### config.mk
export PLATFORM = sky130hd
export DESIGN_NAME = vitt_irq_ctrl
export DESIGN_NICKNAME = d
export VERILOG_FILES = /design/src/vitt_pkg.sv /design/src/vitt_irq_ctrl.sv
export SDC_FILE = /design/constraint.sdc
export NUM_CORES = 1
export LEC_CHECK = 0
export ABC_AREA = 1
export ABC_CLOCK_PERIOD_IN_PS = 1600
export BUFFER_PORTS_ARGS = -buffer_cell sky130_fd_sc_hd__buf_2
export CAP_MARGIN = 20
export CORE_MARGIN = 4
export CORE_UTILIZATION = 40
export CTS_CLUSTER_DIAMETER = 200
export DETAILED_ROUTE_END_ITERATION = 7
export PLACE_DENSITY = 0.72
export SETUP_SLACK_MARGIN = 0.15
export SLEW_MARGIN = 20
export SYNTH_ARGS = -nofsm -noshare
export SYNTH_HDL_FRONTEND = slang
export SYNTH_SLANG_ARGS = --single-unit
### constraint.sdc
create_clock -name aclk -period 1.6 [get_ports aclk]
set_input_delay 0 -clock aclk [delete_from_list [all_inputs] [get_ports aclk]]
set_output_delay 0 -clock aclk [all_outputs]
set_load 0.05 [all_outputs]
### src/vitt_pkg.sv
// constants shared by the vectored interrupt controller and its tick timer
// Overview of operation
// - eleven sources, each maskable, each own vector
// - bus reset, taps, endpoints, sink, pins, serial
// - twelve-bit timer counts every microsecond, free
// - timer taps at bit 6 and bit 9
// - tap request only on rising change, enabled
// - low timer read latches upper four bits
// - upper timer read returns held bits
// - endpoint raises request on buffer or sent
// - sink port has per-pin mask
// - general-purpose ports have per-pin mask
// - sink edge polarity chosen per pin
// - general-purpose edge polarity chosen per port
// - polarity selects rising or falling change
// - all general-purpose pin events merge into one vector
package vitt_pkg;
    // ****************************************************************
    // source numbering, which is also the vector number
    // ****************************************************************
    localparam int unsigned N_SRC      = 11;   // source count
    localparam int unsigned N_EP       = 5;    // usb endpoints
    localparam int unsigned SRC_BUSRST = 0;    // usb bus reset
    localparam int unsigned SRC_T128   = 1;    // timer bit 6 tap
    localparam int unsigned SRC_T1024  = 2;    // timer bit 9 tap
    localparam int unsigned SRC_EP0    = 3;    // first endpoint
    localparam int unsigned SRC_SINK   = 8;    // current-sink port
    localparam int unsigned SRC_GPIO   = 9;    // shared pin vector
    localparam int unsigned SRC_SER    = 10;   // two-wire master
    // ****************************************************************
    // timer
    // ****************************************************************
    localparam int unsigned TMR_W        = 12;  // timer width
    localparam int unsigned TAP_FAST     = 6;   // 128 us tap
    localparam int unsigned TAP_SLOW     = 9;   // 1.024 ms tap
    localparam int unsigned CLK_NS       = 50;  // aclk period in ns
    localparam int unsigned TICK_NS      = 1000; // tick period in ns
    localparam int unsigned TICK_DIV     = TICK_NS / CLK_NS; // cycles
    localparam int unsigned PORT_W       = 8;   // pins per port
    // ****************************************************************
    // register byte offsets
    // ****************************************************************
    localparam logic [7:0] OFS_STAT   = 8'h00; // sticky, w1c
    localparam logic [7:0] OFS_MASK   = 8'h04; // source enables
    localparam logic [7:0] OFS_VEC    = 8'h08; // pending vector
    localparam logic [7:0] OFS_TLO    = 8'h0C; // timer low bits
    localparam logic [7:0] OFS_THI    = 8'h10; // held upper bits
    localparam logic [7:0] OFS_SMASK  = 8'h14; // sink pin mask
    localparam logic [7:0] OFS_SPOL   = 8'h18; // sink pin polarity
    localparam logic [7:0] OFS_GMASK  = 8'h1C; // gpio pin mask
    localparam logic [7:0] OFS_GPOL   = 8'h20; // gpio port polarity
    // ****************************************************************
    // reset values and bus answers
    // ****************************************************************
    localparam logic [31:0] RST_ZERO  = 32'h0000_0000; // all resets
    localparam logic [1:0]  RESP_OK   = 2'h0;   // okay
    localparam logic [1:0]  RESP_ERR  = 2'h2;   // slverr, unmapped
endpackage : vitt_pkg

### src/vitt_irq_ctrl.sv
// vectored interrupt controller with microsecond timer and axi4-lite registers
//
// The AXI4-Lite register port and the register offsets were left to the implementer.
module vitt_irq_ctrl #(
    parameter int unsigned GPIO_PINS = 32,
    parameter int unsigned SINK_PINS = 4
) (
    input  wire logic                 aclk,
    input  wire logic                 aresetn,
    input  wire logic [7:0]           s_axi_awaddr,
    input  wire logic                 s_axi_awvalid,
    output logic                      s_axi_awready,
    input  wire logic [31:0]          s_axi_wdata,
    input  wire logic [3:0]           s_axi_wstrb,
    input  wire logic                 s_axi_wvalid,
    output logic                      s_axi_wready,
    output logic [1:0]                s_axi_bresp,
    output logic                      s_axi_bvalid,
    input  wire logic                 s_axi_bready,
    input  wire logic [7:0]           s_axi_araddr,
    input  wire logic                 s_axi_arvalid,
    output logic                      s_axi_arready,
    output logic [31:0]               s_axi_rdata,
    output logic [1:0]                s_axi_rresp,
    output logic                      s_axi_rvalid,
    input  wire logic                 s_axi_rready,
    input  wire logic                 usb_bus_reset_evt,
    input  wire logic [4:0]           ep_done_evt,
    input  wire logic                 ser_done_evt,
    input  wire logic [SINK_PINS-1:0] sink_pins,
    input  wire logic [GPIO_PINS-1:0] gpio_pins,
    output logic                      irq,
    output logic                      irq_valid,
    output logic [3:0]                irq_vector
);
    localparam int unsigned NP = GPIO_PINS / vitt_pkg::PORT_W; // ports

    // refuse sizes the register layout cannot hold, at elaboration
    if (GPIO_PINS == 0 || GPIO_PINS > 32 || GPIO_PINS % vitt_pkg::PORT_W != 0 ||
        SINK_PINS == 0 || SINK_PINS > 8) begin : g_size_chk
        $error("vitt_irq_ctrl: unsupported pin counts");
    end

    // ****************************************************************
    // state
    // ****************************************************************
    logic [10:0]          stat_q;    // sticky pending sources
    logic [10:0]          mask_q;    // per-source enable
    logic [11:0]          tmr_q;     // free-running timer
    logic [4:0]           div_q;     // tick divider
    logic                 tick;      // one-cycle microsecond tick
    logic [3:0]           hold_q;    // upper timer bits, latched
    logic [1:0]           tap_q;     // previous tap levels
    logic [SINK_PINS-1:0] smask_q;   // sink pin mask
    logic [SINK_PINS-1:0] spol_q;    // sink polarity, 1 = falling
    logic [GPIO_PINS-1:0] gmask_q;   // gpio pin mask
    logic [NP-1:0]        gpol_q;    // gpio polarity per port
    logic [SINK_PINS-1:0] s_m_q;     // sink sync stage 1
    logic [SINK_PINS-1:0] s_s_q;     // sink sync stage 2
    logic [SINK_PINS-1:0] s_p_q;     // sink previous level
    logic [GPIO_PINS-1:0] g_m_q;     // gpio sync stage 1
    logic [GPIO_PINS-1:0] g_s_q;     // gpio sync stage 2
    logic [GPIO_PINS-1:0] g_p_q;     // gpio previous level
    logic [2:0]           arm_q;     // edges ignored until sync filled
    logic [GPIO_PINS-1:0] gpol_x;    // port polarity spread to pins
    logic [SINK_PINS-1:0] sink_hit;  // qualifying sink edges
    logic [GPIO_PINS-1:0] gpio_hit;  // qualifying gpio edges
    logic [10:0]          evt;       // source events this cycle
    logic [10:0]          clr;       // w1c clear bits
    logic [3:0]           pick;      // lowest pending vector
    logic                 pend;      // any enabled source pending
    logic [7:0]           aw_q;      // held write address
    logic                 aw_h_q;    // write address held
    logic [31:0]          wd_q;      // held write data
    logic [3:0]           ws_q;      // held write strobes
    logic                 w_h_q;     // write data held
    logic                 wr_go;     // both halves present
    logic [31:0]          bm;        // byte mask from strobes
    logic                 rd_go;     // read address taken

    // ****************************************************************
    // microsecond tick and twelve-bit timer
    // ****************************************************************
    // divider turns aclk into a one-cycle tick every TICK_DIV cycles
    always_ff @(posedge aclk) begin
        if (!aresetn) begin
            div_q <= 5'h0;
        end else if (div_q == 5'(vitt_pkg::TICK_DIV - 1)) begin
            div_q <= 5'h0;
        end else begin
            div_q <= div_q + 5'h1;
        end
    end
    assign tick = (div_q == 5'(vitt_pkg::TICK_DIV - 1));

    // no start or stop: the count wraps forever
    always_ff @(posedge aclk) begin
        if (!aresetn) begin
            tmr_q <= 12'h000;
        end else if (tick) begin
            tmr_q <= tmr_q + 12'h001;
        end
    end

    // tap history for rising-change detection
    always_ff @(posedge aclk) begin
        if (!aresetn) begin
            tap_q <= 2'h0;
        end else begin
            tap_q <= {tmr_q[vitt_pkg::TAP_SLOW], tmr_q[vitt_pkg::TAP_FAST]};
        end
    end

    // ****************************************************************
    // pin synchronisers and edge detectors
    // ****************************************************************
    // stage 1 feeds stage 2 only; edges come from stages 2 and 3
    always_ff @(posedge aclk) begin
        if (!aresetn) begin
            s_m_q <= '0;
            s_s_q <= '0;
            s_p_q <= '0;
            g_m_q <= '0;
            g_s_q <= '0;
            g_p_q <= '0;
            arm_q <= 3'h0;
        end else begin
            s_m_q <= sink_pins;
            s_s_q <= s_m_q;
            s_p_q <= s_s_q;
            g_m_q <= gpio_pins;
            g_s_q <= g_m_q;
            g_p_q <= g_s_q;
            arm_q <= {arm_q[1:0], 1'b1};
        end
    end

    // port polarity applies to all eight pins of a port
    for (genvar p = 0; p < NP; p++) begin : g_pol
        assign gpol_x[p*8 +: 8] = {8{gpol_q[p]}};
    end

    // polarity 0 picks 0-to-1, polarity 1 picks 1-to-0
    // the arm delay hides the false edge from reset-zeroed history
    assign sink_hit = arm_q[2] ? (smask_q & (s_s_q ^ s_p_q) & ~(s_s_q ^ ~spol_q))
                               : '0;
    assign gpio_hit = arm_q[2] ? (gmask_q & (g_s_q ^ g_p_q) & ~(g_s_q ^ ~gpol_x))
                               : '0;

    // ****************************************************************
    // source events, status, vector
    // ****************************************************************
    always_comb begin
        evt                          = 11'h000;
        evt[vitt_pkg::SRC_BUSRST]    = usb_bus_reset_evt;
        evt[vitt_pkg::SRC_T128]      = tmr_q[vitt_pkg::TAP_FAST] & ~tap_q[0];
        evt[vitt_pkg::SRC_T1024]     = tmr_q[vitt_pkg::TAP_SLOW] & ~tap_q[1];
        evt[vitt_pkg::SRC_EP0 +: 5]  = ep_done_evt;
        evt[vitt_pkg::SRC_SINK]      = |sink_hit;
        evt[vitt_pkg::SRC_GPIO]      = |gpio_hit;
        evt[vitt_pkg::SRC_SER]       = ser_done_evt;
    end

    assign clr = (wr_go && aw_q == vitt_pkg::OFS_STAT) ? (wd_q[10:0] & bm[10:0]) : 11'h000;

    // sticky pending bits; a new event beats a same-cycle clear
    always_ff @(posedge aclk) begin
        if (!aresetn) begin
            stat_q <= vitt_pkg::RST_ZERO[10:0];
        end else begin
            stat_q <= (stat_q & ~clr) | evt;
        end
    end

    // lowest-numbered enabled pending source owns the vector
    always_comb begin
        pick = 4'h0;
        pend = 1'b0;
        for (int i = vitt_pkg::N_SRC - 1; i >= 0; i--) begin
            if (stat_q[i] && mask_q[i]) begin
                pick = 4'(i);
                pend = 1'b1;
            end
        end
    end

    // vector registered for the core
    always_ff @(posedge aclk) begin
        if (!aresetn) begin
            irq_vector <= 4'h0;
            irq_valid  <= 1'b0;
        end else begin
            irq_vector <= pick;
            irq_valid  <= pend;
        end
    end
    assign irq = |(stat_q & mask_q);

    // ****************************************************************
    // axi4-lite write side
    // ****************************************************************
    assign s_axi_awready = !aw_h_q && !s_axi_bvalid;
    assign s_axi_wready  = !w_h_q && !s_axi_bvalid;
    assign wr_go         = aw_h_q && w_h_q;
    assign bm = {{8{ws_q[3]}}, {8{ws_q[2]}}, {8{ws_q[1]}}, {8{ws_q[0]}}};

    // address and data accepted in either order, then one response
    always_ff @(posedge aclk) begin
        if (!aresetn) begin
            aw_q <= 8'h00;
            aw_h_q <= 1'b0;
            wd_q <= 32'h0000_0000;
            ws_q <= 4'h0;
            w_h_q <= 1'b0;
            s_axi_bvalid <= 1'b0;
            s_axi_bresp <= vitt_pkg::RESP_OK;
        end else begin
            if (s_axi_awvalid && s_axi_awready) begin
                aw_q <= s_axi_awaddr;
                aw_h_q <= 1'b1;
            end
            if (s_axi_wvalid && s_axi_wready) begin
                wd_q <= s_axi_wdata;
                ws_q <= s_axi_wstrb;
                w_h_q <= 1'b1;
            end
            if (wr_go) begin
                aw_h_q <= 1'b0;
                w_h_q <= 1'b0;
                s_axi_bvalid <= 1'b1;
                if (aw_q == vitt_pkg::OFS_STAT || aw_q == vitt_pkg::OFS_MASK ||
                    aw_q == vitt_pkg::OFS_SMASK || aw_q == vitt_pkg::OFS_SPOL ||
                    aw_q == vitt_pkg::OFS_GMASK || aw_q == vitt_pkg::OFS_GPOL) begin
                    s_axi_bresp <= vitt_pkg::RESP_OK;
                end else begin
                    s_axi_bresp <= vitt_pkg::RESP_ERR;
                end
            end else if (s_axi_bvalid && s_axi_bready) begin
                s_axi_bvalid <= 1'b0;
            end
        end
    end

    // writable configuration, honouring byte strobes
    always_ff @(posedge aclk) begin
        if (!aresetn) begin
            mask_q  <= vitt_pkg::RST_ZERO[10:0];
            smask_q <= '0;
            spol_q  <= '0;
            gmask_q <= '0;
            gpol_q  <= '0;
        end else if (wr_go) begin
            if (aw_q == vitt_pkg::OFS_MASK) begin
                mask_q <= (mask_q & ~bm[10:0]) | (wd_q[10:0] & bm[10:0]);
            end else if (aw_q == vitt_pkg::OFS_SMASK) begin
                smask_q <= (smask_q & ~bm[SINK_PINS-1:0]) | (wd_q[SINK_PINS-1:0] & bm[SINK_PINS-1:0]);
            end else if (aw_q == vitt_pkg::OFS_SPOL) begin
                spol_q <= (spol_q & ~bm[SINK_PINS-1:0]) | (wd_q[SINK_PINS-1:0] & bm[SINK_PINS-1:0]);
            end else if (aw_q == vitt_pkg::OFS_GMASK) begin
                gmask_q <= (gmask_q & ~bm[GPIO_PINS-1:0]) | (wd_q[GPIO_PINS-1:0] & bm[GPIO_PINS-1:0]);
            end else if (aw_q == vitt_pkg::OFS_GPOL) begin
                gpol_q <= (gpol_q & ~bm[NP-1:0]) | (wd_q[NP-1:0] & bm[NP-1:0]);
            end
        end
    end

    // ****************************************************************
    // axi4-lite read side
    // ****************************************************************
    assign s_axi_arready = !s_axi_rvalid;
    assign rd_go         = s_axi_arvalid && s_axi_arready;

    // read data captured at address accept; answer next cycle
    always_ff @(posedge aclk) begin
        if (!aresetn) begin
            s_axi_rvalid <= 1'b0;
            s_axi_rdata  <= vitt_pkg::RST_ZERO;
            s_axi_rresp  <= vitt_pkg::RESP_OK;
        end else if (rd_go) begin
            s_axi_rvalid <= 1'b1;
            s_axi_rresp  <= vitt_pkg::RESP_OK;
            s_axi_rdata  <= vitt_pkg::RST_ZERO;
            if (s_axi_araddr == vitt_pkg::OFS_STAT) begin
                s_axi_rdata[10:0] <= stat_q;
            end else if (s_axi_araddr == vitt_pkg::OFS_MASK) begin
                s_axi_rdata[10:0] <= mask_q;
            end else if (s_axi_araddr == vitt_pkg::OFS_VEC) begin
                s_axi_rdata[4:0] <= {pend, pick};
            end else if (s_axi_araddr == vitt_pkg::OFS_TLO) begin
                s_axi_rdata[7:0] <= tmr_q[7:0];
            end else if (s_axi_araddr == vitt_pkg::OFS_THI) begin
                s_axi_rdata[3:0] <= hold_q;
            end else if (s_axi_araddr == vitt_pkg::OFS_SMASK) begin
                s_axi_rdata[SINK_PINS-1:0] <= smask_q;
            end else if (s_axi_araddr == vitt_pkg::OFS_SPOL) begin
                s_axi_rdata[SINK_PINS-1:0] <= spol_q;
            end else if (s_axi_araddr == vitt_pkg::OFS_GMASK) begin
                s_axi_rdata[GPIO_PINS-1:0] <= gmask_q;
            end else if (s_axi_araddr == vitt_pkg::OFS_GPOL) begin
                s_axi_rdata[NP-1:0] <= gpol_q;
            end else begin
                s_axi_rresp <= vitt_pkg::RESP_ERR;
            end
        end else if (s_axi_rvalid && s_axi_rready) begin
            s_axi_rvalid <= 1'b0;
        end
    end

    // upper bits frozen by the low read so a carry cannot tear them
    always_ff @(posedge aclk) begin
        if (!aresetn) begin
            hold_q <= 4'h0;
        end else if (rd_go && s_axi_araddr == vitt_pkg::OFS_TLO) begin
            hold_q <= tmr_q[11:8];
        end
    end
endmodule : vitt_irq_ctrl

# Word level (Yosys, flattened, before mapping)
# Index checks and enable logic that the tools add are counted.
word_totals:
  mem_bits_ro: 0
  register_bits: 289
  in_bits: 102
  word_cells: 188
  out_inout_bits: 47
  ram_bits: 0
  latch_bits: 0
  memories: 0
classes:
  muxes: 57
  n_mul: 0
  n_lt_le_gt_ge: 0
  bitwise_logic: 41
  div_mod_pow: 0
  eq_ne: 14
  n_addsub: 2
  n_shift: 0
  reduce_logical: 44
op_table:
  columns: ["op", "count"]
  rows:
  - ["AND 32 bit", 4]
  - ["2-to-1 mux 28 bit", 4]
  - ["NOT 32 bit", 3]
  - ["2-to-1 mux 4 bit", 17]
  - ["bitwise XOR 32 bit", 2]
  - ["== test 8 x 5 -> 1 bit, second input constant", 7]
  - ["AND 11 bit", 4]
  - ["2-to-1 mux 21 bit", 2]
  - ["2-to-1 mux 11 bit", 3]
  - ["2-to-1 mux 32 bit", 1]
  - ["OR 32 bit", 1]
  - ["OR reduction 32 bit", 1]
  - ["2-to-1 mux 27 bit", 1]
  - ["AND 4 bit", 6]
  - ["2-to-1 mux 24 bit", 1]
  - ["NOT 11 bit", 2]
  - ["OR 11 bit", 2]
  - ["logical AND 1 bit", 21]
  - ["2-to-1 mux 2 bit", 10]
  - ["== test 8 x 3 -> 1 bit, second input constant", 2]
  - ["== test 8 x 4 -> 1 bit, second input constant", 2]
  - ["== test 8 x 6 -> 1 bit, second input constant", 2]
  - ["zero test 8 bit", 2]
  - ["2-to-1 mux 1 bit", 16]
  - ["other kinds (21)", 42]

# Depth between registers and ports, before layout
logic_depth:
  ltp_word: 15
  ltp_mapped: 14

# Least setup slack after synthesis
# OpenSTA, ideal clock, no wires.
synth_path:
  path_kind: "register -> register"
  startpoint: "register s_axi_bvalid"
  endpoint: "register wd_q[15]"
  path_slack_ns: -0.563
  arrival_time_ns: 2.047
  setup_time_ns: 0.116
  period_less_slack_ns: 2.163
  n_path_buf: 2
  stages_incl_launch_ff: 7
  t_required_ns: 1.484
  cell_sequence: "dfxtp_1 nor2_1 nand2_1 clkbuf_1 clkbuf_1 o21ai_0 nor2_1"
synth_between:
  elab_chain_len: 3
synth_lines:
  columns: ["item", "line", "source"]
  rows:
  - ["start: declaration", "vitt_irq_ctrl.sv:18", "output logic s_axi_bvalid,"]
  - ["start signal: assignment", "vitt_irq_ctrl.sv:215", "s_axi_bvalid <= 1'b0;"]
  - ["start signal: assignment", "vitt_irq_ctrl.sv:230", "s_axi_bvalid <= 1'b1;"]
  - ["start signal: assignment", "vitt_irq_ctrl.sv:239", "s_axi_bvalid <= 1'b0;"]
  - ["zero test 1 bit", "vitt_irq_ctrl.sv:203", "assign s_axi_wready = !w_h_q && !s_axi_bvalid;"]
  - ["logical AND 1 bit", "vitt_irq_ctrl.sv:203", null]
  - ["net s_axi_wready", "vitt_irq_ctrl.sv:16", "output logic s_axi_wready,"]
  - ["logical AND 1 bit", "vitt_irq_ctrl.sv:222", "if (s_axi_wvalid && s_axi_wready) begin"]
  - ["end signal: assignment", "vitt_irq_ctrl.sv:223", "wd_q <= s_axi_wdata;"]
  - ["end: declaration", "vitt_irq_ctrl.sv:74", "logic [31:0] wd_q;"]
# The timed path passes the listed nets, and every way through them passes these cells.
# A chain may end at the register's enable or synchronous reset.

# Worst setup path in the final report
layout_path:
  startpoint: "register div_q[0]"
  endpoint: "register tmr_q[9]"
layout_between:
  elab_chain_len: 1
layout_lines:
  columns: ["item", "line", "source"]
  rows:
  - ["start: declaration", "vitt_irq_ctrl.sv:50", "logic [4:0] div_q;"]
  - ["start signal: assignment", "vitt_irq_ctrl.sv:91", "div_q <= div_q + 5'h1;"]
  - ["== test 5 bit", "vitt_irq_ctrl.sv:94", "assign tick = (div_q == 5'(vitt_pkg::TICK_DIV - 1));"]
  - ["end signal: assignment", "vitt_irq_ctrl.sv:101", "tmr_q <= tmr_q + 12'h001;"]
  - ["end: declaration", "vitt_irq_ctrl.sv:49", "logic [11:0] tmr_q;"]
# No other way between the ends.

==> results.yml <==
status:
  status: "finished, violations left"
  violations: "setup timing"
sta:
  setup_ws_ns: -0.0795
  slew_violations: 0
  fin_crit_sh: 1.05
  fin_crit_ns: 1.68
  fin_skew_ns: 0.00892
  final-hold-violation-count: 0
  setup_viol: 14
  fmax_ghz: 0.595
  tns_ns: -0.427
  rsz0062_at_grt: "true"
clock_tree:
  cts.reportedPaths.clkPinSlew_ns: 0.06
  clock-sinks: 287
  clock_latency_ns: 0.54
  cts_root_buf: "clkbuf_16"
  clockBufferDepth: 3
  htreeDepth: 1
  cts_tree: "done"
  cts_inserted_buffers: 30
layout:
  diodes: 0
  nNetsFinal: 1885
  final_cells: 2180
  drive_gt1_frac: 0.265
  area_growth_syn_to_layout_pct: 39.1
critical_path:
  start_kind: "register"
  arrival_ns: 2.15
  cp.required_ns: 2.07
  r2r-start: "div_q[0]$_SDFF_PP0_"
  crit_fanout: 3
  end_kind: "register"
  crit_start: "div_q[0]$_SDFF_PP0_"
  criticalPathCategory: "reg2reg"
logic_synthesis:
  syn_inst: 1490
  async_flop_share: 0
  synthTopCellsByArea: "dfxtp_1 51%, nand2_1 10%, inv_1 8.5%, nor2_1 5.5%, a21oi_1 5.4%"
  synth_edf_count: 0
  yosysWarningCount: 0
  synth_top_cell_by_area: "dfxtp_1"
  synthTopCellsByCount: "314 x nand2_1, 287 x dfxtp_1, 254 x inv_1, 164 x nor2_1, 121 x a21oi_1"
  yosysSeqAreaShare: 0.509
  synth_seq_cells: 287
  synth_top_area_share: 0.509
  synth_area_um2: 11300
  synth_most_common_cell: "nand2_1"
  yosysUniqueCellTypes: 39
  synth_area_per_cell_um2: 7.57
  synth_flop_cell: "dfxtp_1"
power:
  switchingPower_mw: 3.87
  leakage_nw: 7.02
  p_int_mw: 12.1
  clock_power_share: 0.437
  swShare: 0.242
  powerDensity_nw_per_um2: 1020
  comb_power_share: 0.086
  seq_power_share: 0.477
  vdd_drop_max_mv: 0.901
drt:
  drcViolationCount: 0
  initialDrtViolationCount: 732
  wl_per_cell_um: 14.8
  vias: 10700
  viasPerCell: 4.92
  first_pass_iters: 5
  drt-total-wl_mm: 32.2
  ant_nets: 0
grt:
  grt_pass1_wl_mm: 50.8
  grt_max_degree: 97
  grt_antenna_before_repair: 0
  overflow: 0
  grt_usage: 0.198
  grt_pass1_vias: 10700
placement:
  portBuffers: 146
  dp_cells: 1994
  gp_congestion: 0.910
  dp_hpwl_mm: 20.8
floorplanning:
  num_rows: 61
  dieArea_um2: 30900
  core_um2: 27800
  boundaryPins: 149
  die_y_um: 176
  die_w_um: 176
  initial_core_util: 0.406
run:
  cap_violations: 0
worst_hold_path:
  hp-class: "in2reg"
  min_from: "s_axi_arvalid"
[critical path: stages (launching register included)]
cell	delay (ns)
dfxtp_2	0.35
ha_4	0.14
inv_2	0.05
nor2_4	0.10
nand3_4	0.09
buf_4	0.16
nor2_4	0.09
inv_2	0.05
nor4_2	0.12
nand3_1	0.16
nor2_1	0.12
nor2_1	0.05
nor3_1	0.12
[power by group through the flow]
| stage | Sequential [mW] | Clock (mW) | Combinational [mW] |
|---|---|---|---|
| detailed placement | 7.72 | 0 | 1.01 |
| finish | 7.63 | 6.98 | 1.37 |
| global route | 7.66 | 7.37 | 1.52 |
| global placement | 7.72 | 0 | 0.985 |
| CTS | 7.62 | 7.09 | 1.26 |
| floorplan | 7.71 | 0 | 0.633 |
[kinds of logic (layout without fill, tap and decap cells)]
family | Yosys count | count (layout) | synth area share
AO/OA/AOI/OAI | 302 | 302 | 0.162
XOR/XNOR | 2 | 2 | 0.00155
adder cells (fa/ha/maj) | 2 | 2 | 0.00222
buffers and inverters | 322 | 629 | 0.113
flip-flops | 287 | 287 | 0.509
other | 1 | 2 | 0.000332
AND/OR/NAND/NOR | 574 | 578 | 0.212
[worst paths after layout]
kind,endpoint,slack [ns],cells after the start
worst max-delay path,tmr_q[9]$_SDFFE_PN0P_,-0.08,12
worst min-delay path,s_axi_rdata[2]$_SDFFE_PN0P_,0.07,5
worst max register to register,tmr_q[9]$_SDFFE_PN0P_,-0.08,12
worst min register to register,g_s_q[22]$_SDFF_PN0_,0.40,2
[timing repair]
action | in CTS | in global routing
resized for setup | 100 | 122
endpoints found under the hold margin | 100 | 0
hold buffers | 100 | 0
setup buffers | 7 | 22
pin swaps | 46 | 72
endpoints found under the setup margin | 75 | 96
cloned | 4 | 0
[layout by cell type, fill, tap and decap left out, types with 4 or more instances in the layout]
cell type      synthesis  layout
dlygate4sd3_1          0     100
nand3_1               51      47
nand2_1              314     292
nand2_8                0       8
dfxtp_1              287     257
buf_12                 0       8
clkbuf_16              0      30
nor2_1               164     111
nand3b_1               6       6
o21ai_1                0      19
buf_6                  4      10
buf_4                  6      51
nand2_2                2      18
o21ai_0              119      97
clkbuf_8               0      11
o221ai_1               5       5
nand4_1                5       5
nor2_2                 8      19
a21oi_2                0       8
nand2_4                4       6
dfxtp_2                0      25
a211oi_2              32      40
a21oi_1              121     113
nor3_2                 5       4
nand3_4                1       4
inv_2                  6      15
buf_2                  2     144
clkbuf_1              42       4
nor3_1                 6       4
nor2_4                 0      42
nor4_1                 6       4
dfxtp_4                0       5
clkinvlp_4             0       4
inv_1                254     239
nor3_4                 1       4
o22ai_1                6       6
[routing by layer]
layer	wire, um	vias to the layer above	GRT usage	part of all wire
li1	-	5258	-	-
met1	12800	4993	0.233	0.40
met2	16300	390	0.362	0.51
met3	1860	87	0.0310	0.058
met4	1280	0	0.0737	0.040
met5	0	-	0	0
[metrics by stage]
| stage | utilization | hold slack [ns] | total power [mW] | area, um2 | setup WS, ns |
|---|---|---|---|---|---|
| 2_1_floorplan | - | 0.0277 | 8.34 | 11400 | 0.0474 |
| 3_3_place_gp | 0.457 | 0.183 | 8.70 | 12700 | 0.000476 |
| 3_5_place_dp | 0.457 | 0.185 | 8.73 | 12700 | -0.105 |
| 4_1_cts | 0.546 | 0.0268 | 16.0 | 15200 | -0.0823 |
| 5_1_grt | 0.565 | 0.0875 | 16.6 | 15700 | -0.246 |
| 6_report | 0.565 | 0.0714 | 16.0 | 15700 | -0.0795 |
[layout make-up]
class	instances	area [um2]
multi-input combinational	886	5000
sequential	287	5800
inverter	261	1000
timing repair buffer	315	2410
tap	378	473
fill	2478	12100
clock inverter	8	91.3
clock buffer	45	917
No activity file was read; power rests on OpenSTA's default activity.
